File: config.mk
export PLATFORM = sky130hd
export DESIGN_NAME = octal_uart_map_decoder
export DESIGN_NICKNAME = d
export VERILOG_FILES = /design/src/rtl/octal_uart_map_decoder.v /design/src/rtl/tx_word_fifo.v
export VERILOG_INCLUDE_DIRS = /design/src /design/src/rtl
export SDC_FILE = /design/constraint.sdc
export NUM_CORES = 1
export LEC_CHECK = 0
export BUFFER_PORTS_ARGS = -buffer_cell sky130_fd_sc_hd__buf_2
export CAP_MARGIN = 20
export CORE_ASPECT_RATIO = 0.8
export CORE_UTILIZATION = 30
export CTS_CLUSTER_DIAMETER = 150
export DETAILED_ROUTE_END_ITERATION = 6
export GPL_TIMING_DRIVEN = 1
export PLACE_DENSITY = 0.54
export SYNTH_ARGS = -nofsm -noshare
export SYNTH_HDL_FRONTEND = slang
export SYNTH_HIERARCHICAL = 1
export SYNTH_SLANG_ARGS = --single-unit
export TNS_END_PERCENT = 30
File: constraint.sdc
create_clock -name clock -period 7.85 [get_ports clock]
set_clock_uncertainty 0.15 [all_clocks]
set_input_delay 0.3925 -clock clock [delete_from_list [all_inputs] [get_ports clock]]
set_output_delay 0.3925 -clock clock [all_outputs]
set_load 0.05 [all_outputs]
File: src/rtl/uart_map_regs.vh
// address map constants for the eight-channel uart memory window decoder
`ifndef UART_MAP_REGS_VH
`define UART_MAP_REGS_VH

// ----------------------------------------
// window and slice layout
// ----------------------------------------
`define WINDOW_BITS      12
`define SLICE_STRIDE     12'h200
`define CHAN_MSB         11
`define CHAN_LSB         9

// ----------------------------------------
// region bounds inside one slice (byte offsets)
// ----------------------------------------
`define CTRL_FIRST       9'h000
`define CTRL_LAST        9'h00F
`define CFG_FIRST        9'h080
`define CFG_LAST         9'h093
`define FIFO_FIRST       9'h100
`define FIFO_LAST        9'h13F
`define RXERR_FIRST      9'h180
`define RXERR_LAST       9'h1FF

// ----------------------------------------
// downstream access kinds
// ----------------------------------------
`define KIND_CTRL        2'h0
`define KIND_CFG         2'h1
`define KIND_RX          2'h2
`define KIND_RXERR       2'h3

// ----------------------------------------
// reset values and fifo shape
// ----------------------------------------
`define RDATA_RESET      32'h00000000
`define BASE_RESET       20'h00000
`define TX_FIFO_DEPTH    16
`define TX_FIFO_AW       4

`endif

File: src/rtl/octal_uart_map_decoder.v
// memory window decoder for an eight-channel uart: control, config, rx, tx and rx-with-status regions
`timescale 1ns/1ps
`include "uart_map_regs.vh"
module octal_uart_map_decoder (
   // clock and reset
   input  wire        clock,
   input  wire        sys_rst,
   // window base programmed by the host (address bits 31:12)
   input  wire [19:0] memBase,
   // host memory request
   input  wire        reqValid,
   output wire        reqReady,
   input  wire        reqWrite,
   input  wire [31:0] reqAddr,
   input  wire [3:0]  reqByteEn,
   input  wire [31:0] reqWdata,
   // host answer
   output wire        rspValid,
   output reg  [31:0] rspRdata,
   output reg         rspMiss,
   // downstream read port toward the channels
   output reg         rdReq,
   output reg  [1:0]  rdKind,
   output reg  [2:0]  rdChan,
   output reg  [8:0]  rdOffset,
   output reg  [3:0]  rdByteEn,
   output reg  [2:0]  rdCount,
   input  wire        rdAck,
   input  wire [31:0] rdData,
   // downstream register write port
   output reg         wrStb,
   output reg         wrCfg,
   output reg  [2:0]  wrChan,
   output reg  [8:0]  wrOffset,
   output reg  [3:0]  wrByteEn,
   output reg  [31:0] wrData,
   // transmit data stream toward the channels
   output wire        txValid,
   input  wire        txReady,
   output wire [2:0]  txChan,
   output wire [2:0]  txCount,
   output wire [31:0] txData
);

   // ----------------------------------------
   // state encoding
   // ----------------------------------------
   localparam [2:0] ST_IDLE = 3'b001;
   localparam [2:0] ST_WAIT = 3'b010;
   localparam [2:0] ST_RESP = 3'b100;

   reg  [2:0] state_r;
   reg  [2:0] state_nxt;

   // ----------------------------------------
   // helpers
   // ----------------------------------------
   function [2:0] countBytes;
      input [3:0] be;
      begin
         countBytes = {2'b00, be[0]} + {2'b00, be[1]} + {2'b00, be[2]} + {2'b00, be[3]};
      end
   endfunction

   function inRange;
      input [8:0] off;
      input [8:0] lo;
      input [8:0] hi;
      begin
         inRange = (off >= lo) && (off <= hi);
      end
   endfunction

   // ----------------------------------------
   // decode of the incoming request
   // ----------------------------------------
   wire [2:0] chan;
   wire [8:0] offset;
   wire [2:0] nBytes;
   wire       hit;
   wire       isCtrl;
   wire       isCfg;
   wire       isFifo;
   wire       isRxErr;
   wire       rxErrWidthOk;
   wire       txWrite;
   wire       fifoInReady;
   wire       taken;

   assign chan    = reqAddr[`CHAN_MSB:`CHAN_LSB];
   // offset of the first enabled byte lane
   assign offset  = {reqAddr[8:2], reqByteEn[0] ? 2'd0 : reqByteEn[1] ? 2'd1 : reqByteEn[2] ? 2'd2 : 2'd3};
   assign nBytes  = countBytes(reqByteEn);
   assign hit     = (reqAddr[31:`WINDOW_BITS] == memBase);
   assign isCtrl  = inRange(offset, `CTRL_FIRST, `CTRL_LAST);
   assign isCfg   = (chan == 3'd0) && inRange(offset, `CFG_FIRST, `CFG_LAST);
   assign isFifo  = inRange(offset, `FIFO_FIRST, `FIFO_LAST);
   assign isRxErr = inRange(offset, `RXERR_FIRST, `RXERR_LAST);
   // only whole data/status pairs may be unloaded
   assign rxErrWidthOk = (reqByteEn == 4'h3) || (reqByteEn == 4'hC) || (reqByteEn == 4'hF);
   assign txWrite = hit && reqWrite && isFifo && (reqByteEn != 4'h0);

   // back-pressure from the transmit queue stalls the host request
   assign reqReady = (state_r == ST_IDLE) && (!txWrite || fifoInReady);
   assign taken    = reqValid && reqReady;
   assign rspValid = (state_r == ST_RESP);

   // ----------------------------------------
   // state machine
   // ----------------------------------------
   always @* begin
      state_nxt = state_r;
      case (state_r)
         ST_IDLE: begin
            if (taken) begin
               if (hit && !reqWrite && (reqByteEn != 4'h0) &&
                   (isCtrl || isCfg || isFifo || (isRxErr && rxErrWidthOk))) begin
                  state_nxt = ST_WAIT;
               end else begin
                  state_nxt = ST_RESP;
               end
            end
         end
         ST_WAIT: begin
            if (rdAck) begin
               state_nxt = ST_RESP;
            end
         end
         ST_RESP: begin
            state_nxt = ST_IDLE;
         end
         default: begin
            state_nxt = ST_IDLE;
         end
      endcase
   end

   always @(posedge clock) begin
      if (sys_rst) begin
         state_r <= ST_IDLE;
      end else begin
         state_r <= state_nxt;
      end
   end

   // ----------------------------------------
   // downstream read issue and answer capture
   // ----------------------------------------
   always @(posedge clock) begin
      if (sys_rst) begin
         rdReq    <= 1'b0;
         rdKind   <= `KIND_CTRL;
         rdChan   <= 3'd0;
         rdOffset <= 9'h000;
         rdByteEn <= 4'h0;
         rdCount  <= 3'd0;
         rspRdata <= `RDATA_RESET;
         rspMiss  <= 1'b0;
      end else begin
         rdReq <= 1'b0;
         if (taken) begin
            rspRdata <= `RDATA_RESET;
            rspMiss  <= !hit;
            rdChan   <= chan;
            rdOffset <= offset;
            rdByteEn <= reqByteEn;
            rdCount  <= 3'd0;
            if (hit && !reqWrite && (reqByteEn != 4'h0)) begin
               if (isCtrl) begin
                  rdReq  <= 1'b1;
                  rdKind <= `KIND_CTRL;
               end else if (isCfg) begin
                  rdReq  <= 1'b1;
                  rdKind <= `KIND_CFG;
               end else if (isFifo) begin
                  rdReq   <= 1'b1;
                  rdKind  <= `KIND_RX;
                  rdCount <= nBytes;
               end else if (isRxErr && rxErrWidthOk) begin
                  rdReq   <= 1'b1;
                  rdKind  <= `KIND_RXERR;
                  rdCount <= {1'b0, nBytes[2:1]};
               end
            end
         end else if ((state_r == ST_WAIT) && rdAck) begin
            rspRdata <= rdData;
         end
      end
   end

   // ----------------------------------------
   // register writes to control and config areas
   // ----------------------------------------
   always @(posedge clock) begin
      if (sys_rst) begin
         wrStb    <= 1'b0;
         wrCfg    <= 1'b0;
         wrChan   <= 3'd0;
         wrOffset <= 9'h000;
         wrByteEn <= 4'h0;
         wrData   <= 32'h00000000;
      end else begin
         wrStb <= 1'b0;
         // writes to reserved offsets fall through and are dropped
         if (taken && hit && reqWrite && (reqByteEn != 4'h0) && (isCtrl || isCfg)) begin
            wrStb    <= 1'b1;
            wrCfg    <= isCfg;
            wrChan   <= chan;
            wrOffset <= offset;
            wrByteEn <= reqByteEn;
            wrData   <= reqWdata;
         end
      end
   end

   // ----------------------------------------
   // transmit write queue
   // ----------------------------------------
   wire [37:0] fifoOut;
   wire [31:0] packedData;

   // the word is shifted down so the first enabled byte sits in lane zero
   assign packedData = reqByteEn[0] ? reqWdata :
                       reqByteEn[1] ? {8'h00, reqWdata[31:8]} :
                       reqByteEn[2] ? {16'h0000, reqWdata[31:16]} :
                                      {24'h000000, reqWdata[31:24]};

   tx_word_fifo #(
      .WIDTH (38),
      .DEPTH (`TX_FIFO_DEPTH),
      .AW    (`TX_FIFO_AW)
   ) u_tx_fifo (
      .clock    (clock),
      .sys_rst  (sys_rst),
      .inValid  (taken && txWrite),
      .inReady  (fifoInReady),
      .inData   ({chan, nBytes, packedData}),
      .outValid (txValid),
      .outReady (txReady),
      .outData  (fifoOut)
   );

   assign txChan  = fifoOut[37:35];
   assign txCount = fifoOut[34:32];
   assign txData  = fifoOut[31:0];

endmodule

File: src/rtl/tx_word_fifo.v
// word fifo with registered head output, used to queue transmit fifo writes
`timescale 1ns/1ps
`include "uart_map_regs.vh"
module tx_word_fifo #(
   parameter WIDTH = 38,
   parameter DEPTH = `TX_FIFO_DEPTH,
   parameter AW    = `TX_FIFO_AW
) (
   // clock and reset
   input  wire             clock,
   input  wire             sys_rst,
   // filling side
   input  wire             inValid,
   output wire             inReady,
   input  wire [WIDTH-1:0] inData,
   // draining side
   output reg              outValid,
   input  wire             outReady,
   output reg  [WIDTH-1:0] outData
);

   reg  [WIDTH-1:0] mem [0:DEPTH-1];
   reg  [AW:0]      wrPtr_r;
   reg  [AW:0]      rdPtr_r;
   wire [AW:0]      used;
   wire             memEmpty;
   wire             doPush;
   wire             doLoad;

   assign used     = wrPtr_r - rdPtr_r;
   assign memEmpty = (used == {(AW+1){1'b0}});
   assign inReady  = (used != DEPTH[AW:0]);
   assign doPush   = inValid && inReady;
   // refill the head register whenever it is free or being taken
   assign doLoad   = !memEmpty && (!outValid || outReady);

   always @(posedge clock) begin
      if (doPush) begin
         mem[wrPtr_r[AW-1:0]] <= inData;
      end
   end

   always @(posedge clock) begin
      if (sys_rst) begin
         wrPtr_r  <= {(AW+1){1'b0}};
         rdPtr_r  <= {(AW+1){1'b0}};
         outValid <= 1'b0;
         outData  <= {WIDTH{1'b0}};
      end else begin
         if (doPush) begin
            wrPtr_r <= wrPtr_r + 1'b1;
         end
         if (doLoad) begin
            outData  <= mem[rdPtr_r[AW-1:0]];
            outValid <= 1'b1;
            rdPtr_r  <= rdPtr_r + 1'b1;
         end else if (outReady) begin
            outValid <= 1'b0;
         end
      end
   end

endmodule

==> After elaboration in Yosys (flattened, before gate mapping) <==
Memory sizes are Yosys's and may differ from the RTL's. A register that Yosys moved wholly into a read port is not among the register bits.
Cells that the tools add are included.
{ "classes": {"addsub": 6, "multipliers": 0, "div": 0, "order_cmp": 8, "n_eq_ne": 10, "n_shift": 0, "mux": 28, "n_bitwise": 2, "n_reduce_logical": 43} }
{ "ops": {"columns": ["op", "n"], "rows": [
  ["2-to-1 mux 32 bit", 1],
  ["2-to-1 mux 24 bit", 1],
  ["logical AND 1 bit", 22],
  ["2-to-1 mux 3 bit", 7],
  ["== test 20 bit", 1],
  ["greater-or-equal comparator 9 bit (second input constant)", 2],
  ["<= comparator 9 bit (second input constant)", 2],
  ["2-to-1 mux 16 bit", 1],
  ["2-to-1 mux 2 bit", 7],
  ["adder 5 x 1 -> 5 bit (second input constant)", 2],
  ["2-to-1 mux 1 bit", 10],
  ["greater-or-equal comparator 9 x 1 -> 1 bit (second input constant)", 1],
  ["greater-or-equal comparator 9 x 8 -> 1 bit (second input constant)", 1],
  ["<= comparator 9 x 4 -> 1 bit (second input constant)", 1],
  ["<= comparator 9 x 8 -> 1 bit (second input constant)", 1],
  ["== test 4 bit (second input constant)", 2],
  ["nonzero test 4 bit", 2],
  ["logical OR 1 bit", 7],
  ["one-hot mux 3 bit (2 select lines)", 1],
  ["logical NOT 1 bit", 5],
  ["logical NOT 5 bit", 1],
  ["!= test 5 bit (second input constant)", 1],
  ["subtractor 5 bit", 1],
  ["== test 4 x 2 -> 1 bit (second input constant)", 1],
  ["14 further kinds", 16]
]} }
{ "word_totals": {"regBits": 119, "latch_bits": 0, "ramBits": 608, "romBits": 0, "input_bits": 126, "out_inout_bits": 146, "wordCells": 116, "n_memories": 1} }
{ "mem_list": {"columns": ["name", "words", "word_bits", "read_ports", "rd_clocked_by_memory_dff", "wr", "line_no", "text"], "rows": [
  ["u_tx_fifo.mem", 16, 38, 1, 1, 1, "tx_word_fifo.v:22", "reg [WIDTH-1:0] mem [0:DEPTH-1];"]
]} }

==> Longest topological paths before layout <==
Gate-level depths: netlist of run 1.
{ "depth": {"ltp_word": 16, "mapped_depth": 15, "mapped_depth_nobuf": 12} }

==> Modules after synthesis <==
The synthesis of run 1 kept the hierarchy.
{ "by_module_without_submodules": {"columns": ["mod", "instances", "cells_per_inst", "area_per_inst_um2", "seq_area_each_um2"], "rows": [
  ["tx_word_fifo", 1, 1162, 25007.7, 19238.5],
  ["octal_uart_map_decoder", 1, 622, 5326.4, 2162.1]
]} }

==> Least setup slack after synthesis of run 1 <==
OpenSTA, ideal clock, no wires.
{ "synth_timing": {"path_type": "reg2reg", "start": "reg u_tx_fifo.rdPtr_r[1]", "end": "mem u_tx_fifo.mem[3][0] (enable)", "setup_ns": 0.480, "arrival_time_ns": 4.806, "t_required_ns": 7.220, "slack_ns": 2.414, "path_stages_with_launch": 15, "path_buffers": 2, "synth_period_minus_slack_ns": 5.436, "path_cell_list": "dfxtp_1 buf_2 inv_2 ha_1 nor2b_4 o22ai_2 xnor2_2 nor2_1 nand2_1 o21ai_2 nor4_1 o41a_1 buf_2 nand2_1 nor3_1"} }
{ "synth_between": {"elab_chain_len": 9} }
{ "synth_lines": {"columns": ["item", "line_no", "text"], "rows": [
  ["from (decl)", "tx_word_fifo.v:24", "reg [AW:0] rdPtr_r;"],
  ["from (signal assigned)", "tx_word_fifo.v:46", "rdPtr_r <= {(AW+1){1'b0}};"],
  ["from (signal assigned)", "tx_word_fifo.v:56", "rdPtr_r <= rdPtr_r + 1'b1;"],
  ["subtractor 5 bit *", "tx_word_fifo.v:30", "assign used = wrPtr_r - rdPtr_r;"],
  ["!= test 5 bit *", "tx_word_fifo.v:32", "assign inReady = (used != DEPTH[AW:0]);"],
  ["via fifoInReady", "octal_uart_map_decoder.v:87", "wire fifoInReady;"],
  ["logical OR 1 bit", "octal_uart_map_decoder.v:104", "assign reqReady = (state_r == ST_IDLE) && (!txWrite || fifoInReady);"],
  ["logical AND 1 bit", "octal_uart_map_decoder.v:104", null],
  ["logical AND 1 bit", "octal_uart_map_decoder.v:105", "assign taken = reqValid && reqReady;"],
  ["logical AND 1 bit", "octal_uart_map_decoder.v:235", ".inValid (taken && txWrite),"],
  ["logical AND 1 bit *", "tx_word_fifo.v:33", "assign doPush = inValid && inReady;"],
  ["2-to-1 mux 1 bit *", "tx_word_fifo.v:38", "if (doPush) begin"],
  ["2-to-1 mux 1 bit (implied by the code) *", "tx_word_fifo.v:39", "mem[wrPtr_r[AW-1:0]] <= inData;"],
  ["to (decl)", "tx_word_fifo.v:22", null]
]} }
Mark *: on every way through the listed nets, which the timed path passes. The rest lies on a longest branch.

==> Worst setup path after layout of run 1 <==
{ "layout_timing": {"start": "reg u_tx_fifo.rdPtr_r[2]", "end": "mem u_tx_fifo.mem[4][32] (enable)"} }
The elaborated chain is that of the path after synthesis.

==> results of run 1 <==
==> what timing repair did <==
action	in CTS	in global routing
hold buffers	68	0
setup buffers	0	0
endpoints found under the hold margin	68	0
==> cells in the final DEF, fill, tap and decap left out, drive strengths merged, types with 16 or more instances in the layout <==
master | Yosys | routed
nor4 | 19 | 19
nand4 | 36 | 36
o22ai | 77 | 77
o21ai | 33 | 33
edfxtp | 608 | 608
clkbuf | 79 | 102
nand2 | 118 | 118
clkinv | 2 | 37
nor3 | 41 | 41
o31ai | 33 | 33
dfxtp | 157 | 157
or3 | 42 | 42
mux4 | 152 | 152
inv | 11 | 16
buf | 51 | 333
a21oi | 100 | 100
mux2i | 59 | 59
xor2 | 22 | 22
nor2 | 32 | 32
dlygate4sd3 | 0 | 68
==> cell type report <==
class,instances,area share
sequential,765,0.588
multi-input combinational,876,0.229
timing repair buffer,401,0.0697
clock buffer,102,0.0574
tap,1312,0.0450
clock inverter,45,0.00996
inverter,13,0.00134
antenna,2,0.000137
==> routing by layer <==
metal  routed length (µm)  vias up  global-route usage
li1                     -     7856                   -
met1                36900     9290               0.224
met2                39000      645               0.258
met3                 5490      122              0.0324
met4                 1740        0              0.0429
met5                    0        -                   0
==> flip-flops by register name, summed over array words and instances, names as in the netlist, 4 cells and up <==
| signal | count |
|---|---|
| wrOffset | 9 |
| wrData | 32 |
| u_tx_fifo/mem | 608 |
| rdByteEn | 4 |
| rspRdata | 32 |
| u_tx_fifo/rdPtr_r | 5 |
| u_tx_fifo/outData | 38 |
| wrByteEn | 4 |
| u_tx_fifo/wrPtr_r | 5 |
| rdOffset | 9 |
==> worst min path at each step <==
stage	from	to	slack (ps)	cells past startpoint
2_1_floorplan	reqAddr[9]	u_tx_fifo/mem[0][35]$_DFFE_PP_	340	0
3_3_place_gp	rdOffset[5]$_SDFFE_PP0N_	rdOffset[5]$_SDFFE_PP0N_	290	2
3_5_place_dp	rdOffset[3]$_SDFFE_PP0N_	rdOffset[3]$_SDFFE_PP0N_	300	2
4_1_cts	reqAddr[9]	u_tx_fifo/mem[5][35]$_DFFE_PP_	30	1
5_1_grt	reqAddr[9]	u_tx_fifo/mem[4][35]$_DFFE_PP_	50	1
6_report	reqAddr[11]	u_tx_fifo/mem[0][37]$_DFFE_PP_	60	1
==> Yosys cell counts, types with 3 or more instances <==
library cell | instances | area share
edfxtp_1 | 608 | 0.60
dfxtp_1 | 157 | 0.10
mux4_2 | 152 | 0.11
nand2_1 | 80 | 0.0099
clkbuf_1 | 79 | 0.0098
o22ai_1 | 76 | 0.016
a21oi_1 | 61 | 0.010
mux2i_1 | 59 | 0.019
nor3_1 | 41 | 0.0068
or3_1 | 41 | 0.0085
a21oi_2 | 39 | 0.011
nand2_2 | 38 | 0.0078
nand4_1 | 36 | 0.0074
o31ai_1 | 33 | 0.0082
nor2_1 | 32 | 0.0040
o21ai_0 | 30 | 0.0049
buf_2 | 24 | 0.0040
xor2_1 | 21 | 0.0061
nor4_1 | 18 | 0.0037
and3_1 | 14 | 0.0029
buf_4 | 13 | 0.0032
ha_1 | 13 | 0.0054
a31o_2 | 12 | 0.0035
and2_1 | 9 | 0.0019
inv_1 | 9 | 0.0011
nand3_1 | 8 | 0.0013
buf_1 | 6 | 0.00074
nand2b_1 | 6 | 0.0012
buf_12 | 5 | 0.0033
nor2b_1 | 5 | 0.0010
nor3b_1 | 5 | 0.0012
buf_6 | 3 | 0.0011
mux2_1 | 3 | 0.0011
o211a_1 | 3 | 0.00099
o32ai_1 | 3 | 0.00087
or4_1 | 3 | 0.00074
xnor2_1 | 3 | 0.00087
==> worst register-to-register path, stage by stage, from the launching register on <==
cell and delay, ps:
dfxtp_4 930, inv_1 160, ha_1 260, or2_1 240
o22ai_2 150, xnor2_2 200, nor2_1 90, nand2_1 140
o21ai_2 120, nor4_1 330, o41a_1 470, nand2_1 320
nor2_4 870, buf_4 500
==> metrics by stage <==
stage	total power [mW]	utilization
floorplan	4.66	-
global placement	4.80	0.335
detailed placement	4.81	0.335
CTS	8.42	0.366
global route	8.59	0.366
finish	8.33	0.366
==> power breakdown <==
group | internal (mW) | switching, mW
sequential | 4.40 | 0.00634
clock | 1.98 | 1.60
combinational | 0.102 | 0.237
total | 6.49 | 1.84
==> logic make-up after synthesis <==
logic type,after synthesis
simple gates,349
compound gates,273
xor+xnor,26
fa+ha+maj,14
buf+inv,143
flops,765
mux,214
==> summary by stage, run 1 <==
Status
The flow ran to the end, and the final reports show no timing, DRC or antenna violations.

Flow run
The max-cap check violation count is 0.

Logic synthesis
The share of the Yosys chip area taken by registers is 0.705. The portion of synthesized area spent on multiplexers is 0.133. The synthesized-area fraction occupied by ao, oa, aoi and oai cells is 0.0605. The post-synthesis share of cell area spent on full adders, half adders and majority gates is 0.00602. After synthesis, the share of flip-flops with an asynchronous set or reset is 0.

Summing every instance area after synthesis gives 30300 µm². The post-synthesis cell type count is 65. For this run, the number of Yosys warnings is 6. Counting every net in the synthesized netlist gives 1924. After synthesis, the largest family of logic cells by area is multiplexers. The parity-gate share of the synthesized area counting xor and xnor cells is 0.00800.

The number of flops mapped to enable cells by yosys is 608. The number of register bits inferred by synthesis is 765. A synthesized cell averages 17.0 µm². The most used flip-flop cell after synthesis is edfxtp_1. Of the total synthesized cell area, the portion taken by AND, OR, NAND and NOR gates is 0.0629. The number of standard cells after synthesis is 1784.

Timing
The transition time at the pin with the least slew margin is 1010 ps. Of the available clock period, the critical path in the final layout requires 0.675. Final hold analysis gives a worst-case slack of 59.1 ps.

The final number of hold-violating endpoints was 0. Summed over all failing endpoints, the final setup total negative slack is 0 ps. Setup repair after global routing left no endpoint under its margin. The maximum clock frequency is 0.189 GHz. Setup slack closes at 2550 ps. The worst relative slew slack is 0.325.

After layout, the minimum clock period comes to 5300 ps. The number of max-slew violations in the final report is 0. The setup violation total in the final timing report is 0.

Global route
The overall track demand over capacity in global routing is 0.162. Summed over all layers, the global routing overflow is 0. The number of antenna violations at the first check in global routing is 3.

The first-pass GRT wire length is 122 mm. Entering global routing, the biggest net connects 102 pins. The via count of the first global-routing pass is 18600.

Layout
The total area of sequential cells is 21400 µm². The number of nets in the layout is 2276. In the final layout, the share of cells above drive strength 1 is 0.327. The finished cells cover 36400 µm². The area growth from synthesis to layout is 20.1%. Fill cells in the final layout number 9358. The count of non-filler cells in the finished layout is 3516. The combined area of the multi-input logic cells is 8340 µm².

Pwr
The leakage power figure is 11.5 nW. The worst supply voltage drop on vdd is 170 µV. The power per standard cell area is 228 nW/µm².

Critical path
The origin of the critical flop-to-flop path is u_tx_fifo/rdPtr_r[2]$_SDFFE_PP0P_. The category of cells accounting for the largest share of critical-path delay is simple AND/OR/NAND/NOR gates. Counting buffers and inverters, the worst setup path is 13 cells deep. The end of the worst register-to-register path is u_tx_fifo/mem[4][32]$_DFFE_PP_. The maximum single-stage delay on the critical path is 930 ps. The required arrival time at the worst endpoint is 7980 ps. Data arrives at the worst endpoint at 5430 ps. The critical path ends at u_tx_fifo/mem[4][32]$_DFFE_PP_. The cell with the most instances on the worst path is nand2_1. Along the worst path, the maximum fanout reaches 49.

The largest individual stage delay along the critical path comes from the cell dfxtp_4. In this run the register-to-register setup slack is 2550 ps. The category of the worst setup path launch point is a register. The most critical setup path has its startpoint at u_tx_fifo/rdPtr_r[2]$_SDFFE_PP0P_.

The critical path start-end classification is register to register. The number of cells on the worst reg-to-reg path is 13. The number of buffers and inverters on the critical path is 2.

The worst setup path is captured at a register. Traced cell by cell, the critical path runs through inv_1 -> ha_1 -> or2_1 -> o22ai_2 -> xnor2_2 -> nor2_1 -> nand2_1 -> o21ai_2 -> nor4_1 -> o41a_1 -> nand2_1 -> nor2_4 -> buf_4.

Clocking
In this run the number of H-tree levels came out at 3. Clock-pin slew was measured on the worst setup and hold paths at 70 ps. The buffer cell driving the clock tree root is clkbuf_16.

At the later pin of the worst-skew pair, clock insertion delay measures 640 ps. The number of buffers inserted during clock tree synthesis is 79. The count of clock tree sinks is 765. The post-cts resize count is 0. TritonCTS built the clock tree. No sink is reached through more buffers than the 3 on the longest clock path.

Floorplanning
The placeable core region is 99500 µm². For this design the top-level I/O count stands at 272. The effective utilization at floorplan is 0.305. The initialized floorplan defines 103 standard-cell rows. The vertical die dimension is 286 µm. In this run the horizontal extent of the chip is 358 µm. The die area is 102000 µm².

Placed design
The placed wire-length estimate is 50.1 mm. Routability-driven placement finished with a final weighted congestion of 0.826. The number of port buffers is 269. The setup slack at placement is 2530 ps. Counting tap cells, the placed design contains a total of 3299 instances. Once placement finished, the instance area stood at 33300 µm².

Route
In the final routed layout, each cell accounts on average for 23.6 µm. The aggregate routed wire length is 83.1 mm. In the routed layout, each cell is associated on average with a via count of 5.09. The detailed-route DRC error count is 0.

The length of the first detailed-routing pass in iterations is 7. The routed layout has 17900 vias. In this run the remaining antenna-violating nets after routing total 0. In this run, the number of DRC markers left after iteration 0 of detailed routing was 1521.

Worst hold path
The worst hold path belongs to the class input pin to register.
Note: power is estimated with default switching activity, not from simulation.
==> run 2: changes to the inputs <==
Clock period 7.85 ns to 4.9 ns, I/O delays scaled along.
==> run 2 against run 1 <==
  * Via count is essentially flat
  * Routed wire length decreased by 0.56%
  * Critical endpoint is now u_tx_fifo/mem[6][18]$_DFFE_PP_
  * Global-route usage decreased by 0.099 points
  * Largest power group unchanged
  * Sequential share of layout area fell by 0.73 points
  * Non-clock buffer count is 25 higher
==> summary by stage, run 2 (synthesized netlist as in run 1, its figures left out) <==
Placed design
The placed wire-length estimate is 51.0 mm (was 50.1 mm). The final estimated routing congestion in global placement was 0.828 (was 0.826). The number of port buffers is 269 (unchanged).

Clocking
The clock input transition at the sequential cells of the worst setup and hold paths is 60 ps (was 70 ps). The number of buffers inserted for hold repair after clock tree synthesis is 79 (was 68). The buffer levels on the longest clock path came to 3 (unchanged). The number of buffers inserted during clock tree synthesis is 81 (was 79). The count of clock tree sinks is 765 (unchanged). The clock latency reported for the late side of the worst-skew pair was 630 ps (was 640 ps).

The CTS tree is built (unchanged). The buffer cell driving the clock tree root is clkbuf_16 (unchanged). The post-cts resize count is 0 (unchanged). The count of buffers added by post-CTS timing repair for setup is 0 (unchanged). The number of H-tree branching levels is 3 (unchanged).

Critical path
The critical path endpoint category is a register (unchanged). The critical path start-end classification is register to register (unchanged). The category of the worst setup path launch point was a register (unchanged). The arrival time reported for the critical path endpoint is 4640 ps (was 5430 ps).

The peak fanout along the critical path is 16 (was 49). The required arrival time at the worst endpoint is 5070 ps (was 7980 ps).

Global route
The via count of the first global-routing pass was 18600 (about the same). The total grt overflow is 0 (unchanged). The first-pass GRT wire length is 122 mm (about the same). The overall track demand over capacity in global routing is 0.161 (was 0.162). The largest net degree at the start of global routing is 106 (was 102).

The number of antenna violations at the first check in global routing is 1 (was 3).

Timing
The post-layout minimum cycle time is 4470 ps (was 5300 ps). The final number of hold-violating endpoints was 0 (unchanged). Setup repair after global routing missed its margin: no (unchanged). The transition time at the pin with the least slew margin is 1010 ps (about the same). The worst relative slew slack is 0.327 (was 0.325). The number of max-slew violations in the final report is 0 (unchanged).

The sum of negative setup slack is 0 ps (unchanged). The setup violation total in the final timing report is 0 (unchanged). The maximum clock frequency is 0.224 GHz (was 0.189 GHz). The final cycle utilization of the critical path was 0.912 (was 0.675).

Floorplanning
The vertical die dimension is 286 µm (unchanged). The placeable core region is 99500 µm² (unchanged). The effective utilization at floorplan was 0.305 (unchanged).

The die area is 102000 µm² (unchanged). The number of placement rows came to 103 (unchanged). The number of top-level pins was 272 (unchanged). The width of the chip is 358 µm (unchanged).

Layout
The number of flip-flops under the largest register name came to 608 (unchanged). The final design utilization is 0.371 (was 0.366). The share of post-route cells with drive strength above 1 is 0.333 (was 0.327). The area added between synthesis and finish came to 21.6% (was 20.1%). The commonest non-fill, non-tap cell in the layout is edfxtp_1 (unchanged). Most used cells in the layout excluding fill and tap cells: edfxtp_1 (608), buf_2 (268), dfxtp_1 (154), mux4_2 (152), clkbuf_16 (82) (was edfxtp_1 (608), buf_2 (268), dfxtp_1 (154), mux4_2 (152), nand2_1 (80)). The number of nets in the layout is 2303 (was 2276).

Route
The amount of wire on met2 after detailed routing is 38.5 mm (was 39.0 mm). The met3 layer wire length in the routed design is 4.70 mm (was 5.49 mm). The sum of routed wire segments on met1 is 37.6 mm (was 36.9 mm).

The highest metal layer used by the detailed router is met4 (unchanged). The remaining antenna violation count is 0 (unchanged). The aggregate routed wire length is 82.6 mm (was 83.1 mm).

The number of DRC violations after detailed-routing iteration 0 is 1596 (was 1521). The mean routed wirelength per cell was 23.3 µm (was 23.6 µm). The length of the first detailed-routing pass in iterations is 6 (was 7).

The via total after detailed routing came to 17900 (about the same). The post-detailed-route via-to-cell ratio is 5.06 (was 5.09). The detailed-route DRC error count is 0 (unchanged).

Pwr
The power per standard cell area was 364 nW/µm² (was 228 nW/µm²). The worst supply voltage drop on vdd is 225 µV (was 170 µV). The leakage power figure came to 11.7 nW (was 11.5 nW).

Status
Result of the run: finished clean (unchanged).

Flow run
The max-cap check violation count came to 0 (unchanged).

Worst hold path
The class of the most critical hold timing path is input pin to register (unchanged).
[run 2: cell types whose count changed in the layout (fill, tap and decap cells not counted), moves of 3 or more]
| cell | before | now |
|---|---|---|
| dlygate4sd3_1 | 68 | 79 |
| clkinv_1 | 21 | 13 |
| buf_12 | 2 | 15 |
| inv_16 | 5 | 0 |
| clkbuf_16 | 79 | 82 |
| inv_6 | 1 | 4 |
[run 2: through the flow]
| step | cells | hold slack (ps) | total power [mW] | area (µm²) | worst slack [ps] |
|---|---|---|---|---|---|
| finish | 3541 | 58.2 | 13.4 | 36900 | 431 |
| global route | 3539 | 61.4 | 13.9 | 36900 | 236 |
| CTS | 3538 | 13.3 | 13.6 | 36900 | 443 |
| detailed placement | 3312 | 295 | 7.71 | 33600 | 476 |
| global placement | 3311 | 294 | 7.69 | 33600 | 520 |
| floorplan | 1784 | 194 | 7.46 | 30300 | -527 |
[run 2: final timing paths]
| kind | from | endpoint | slack (ps) | depth (start not counted) |
|---|---|---|---|---|
| worst min-delay path | reqByteEn[0] | rdOffset[1]$_SDFFE_PP0N_ | 60 | 5 |
| worst max-delay path | u_tx_fifo/wrPtr_r[3]$_SDFFE_PP0P_ | u_tx_fifo/mem[6][18]$_DFFE_PP_ | 430 | 11 |
| worst min register to register | rdOffset[1]$_SDFFE_PP0N_ | rdOffset[1]$_SDFFE_PP0N_ | 310 | 2 |
| worst max register to register | u_tx_fifo/wrPtr_r[3]$_SDFFE_PP0P_ | u_tx_fifo/mem[6][18]$_DFFE_PP_ | 430 | 11 |
[run 2: where the power goes]
| part | switching [mW] | internal [mW] | total (mW) | leakage, nW |
|---|---|---|---|---|
| registers | 0.00977 | 7.06 | 7.07 | 6.36 |
| clock network | 2.51 | 3.31 | 5.82 | 1.23 |
| logic | 0.386 | 0.171 | 0.557 | 4.10 |
[run 2: critical path: stages, from the launching register on]
cell     delay, ps
dfxtp_1        650
ha_1           390
a21oi_1        270
and3_1         230
nor2_1          60
nand2_1        150
o21ai_2        120
nor4_1         520
o41a_1         480
nand2_1        320
nor2_4         540
buf_12         240
[run 2: cell type report]
class | instances | area (µm²)
Antenna cell | 2 | 5.00
Fill cell | 9307 | 62600
Inverter | 13 | 48.8
Clock inverter | 39 | 312
Timing Repair Buffer | 426 | 2940
Multi-Input combinational cell | 876 | 8350
Sequential cell | 765 | 21400
Clock buffer | 108 | 2190
Tap cell | 1312 | 1640
[run 2: layer usage]
metal	global-route usage	up-vias
met5	0	-
met4	0.0432	0
met3	0.0288	118
met2	0.254	599
met1	0.227	9286
li1	-	7907
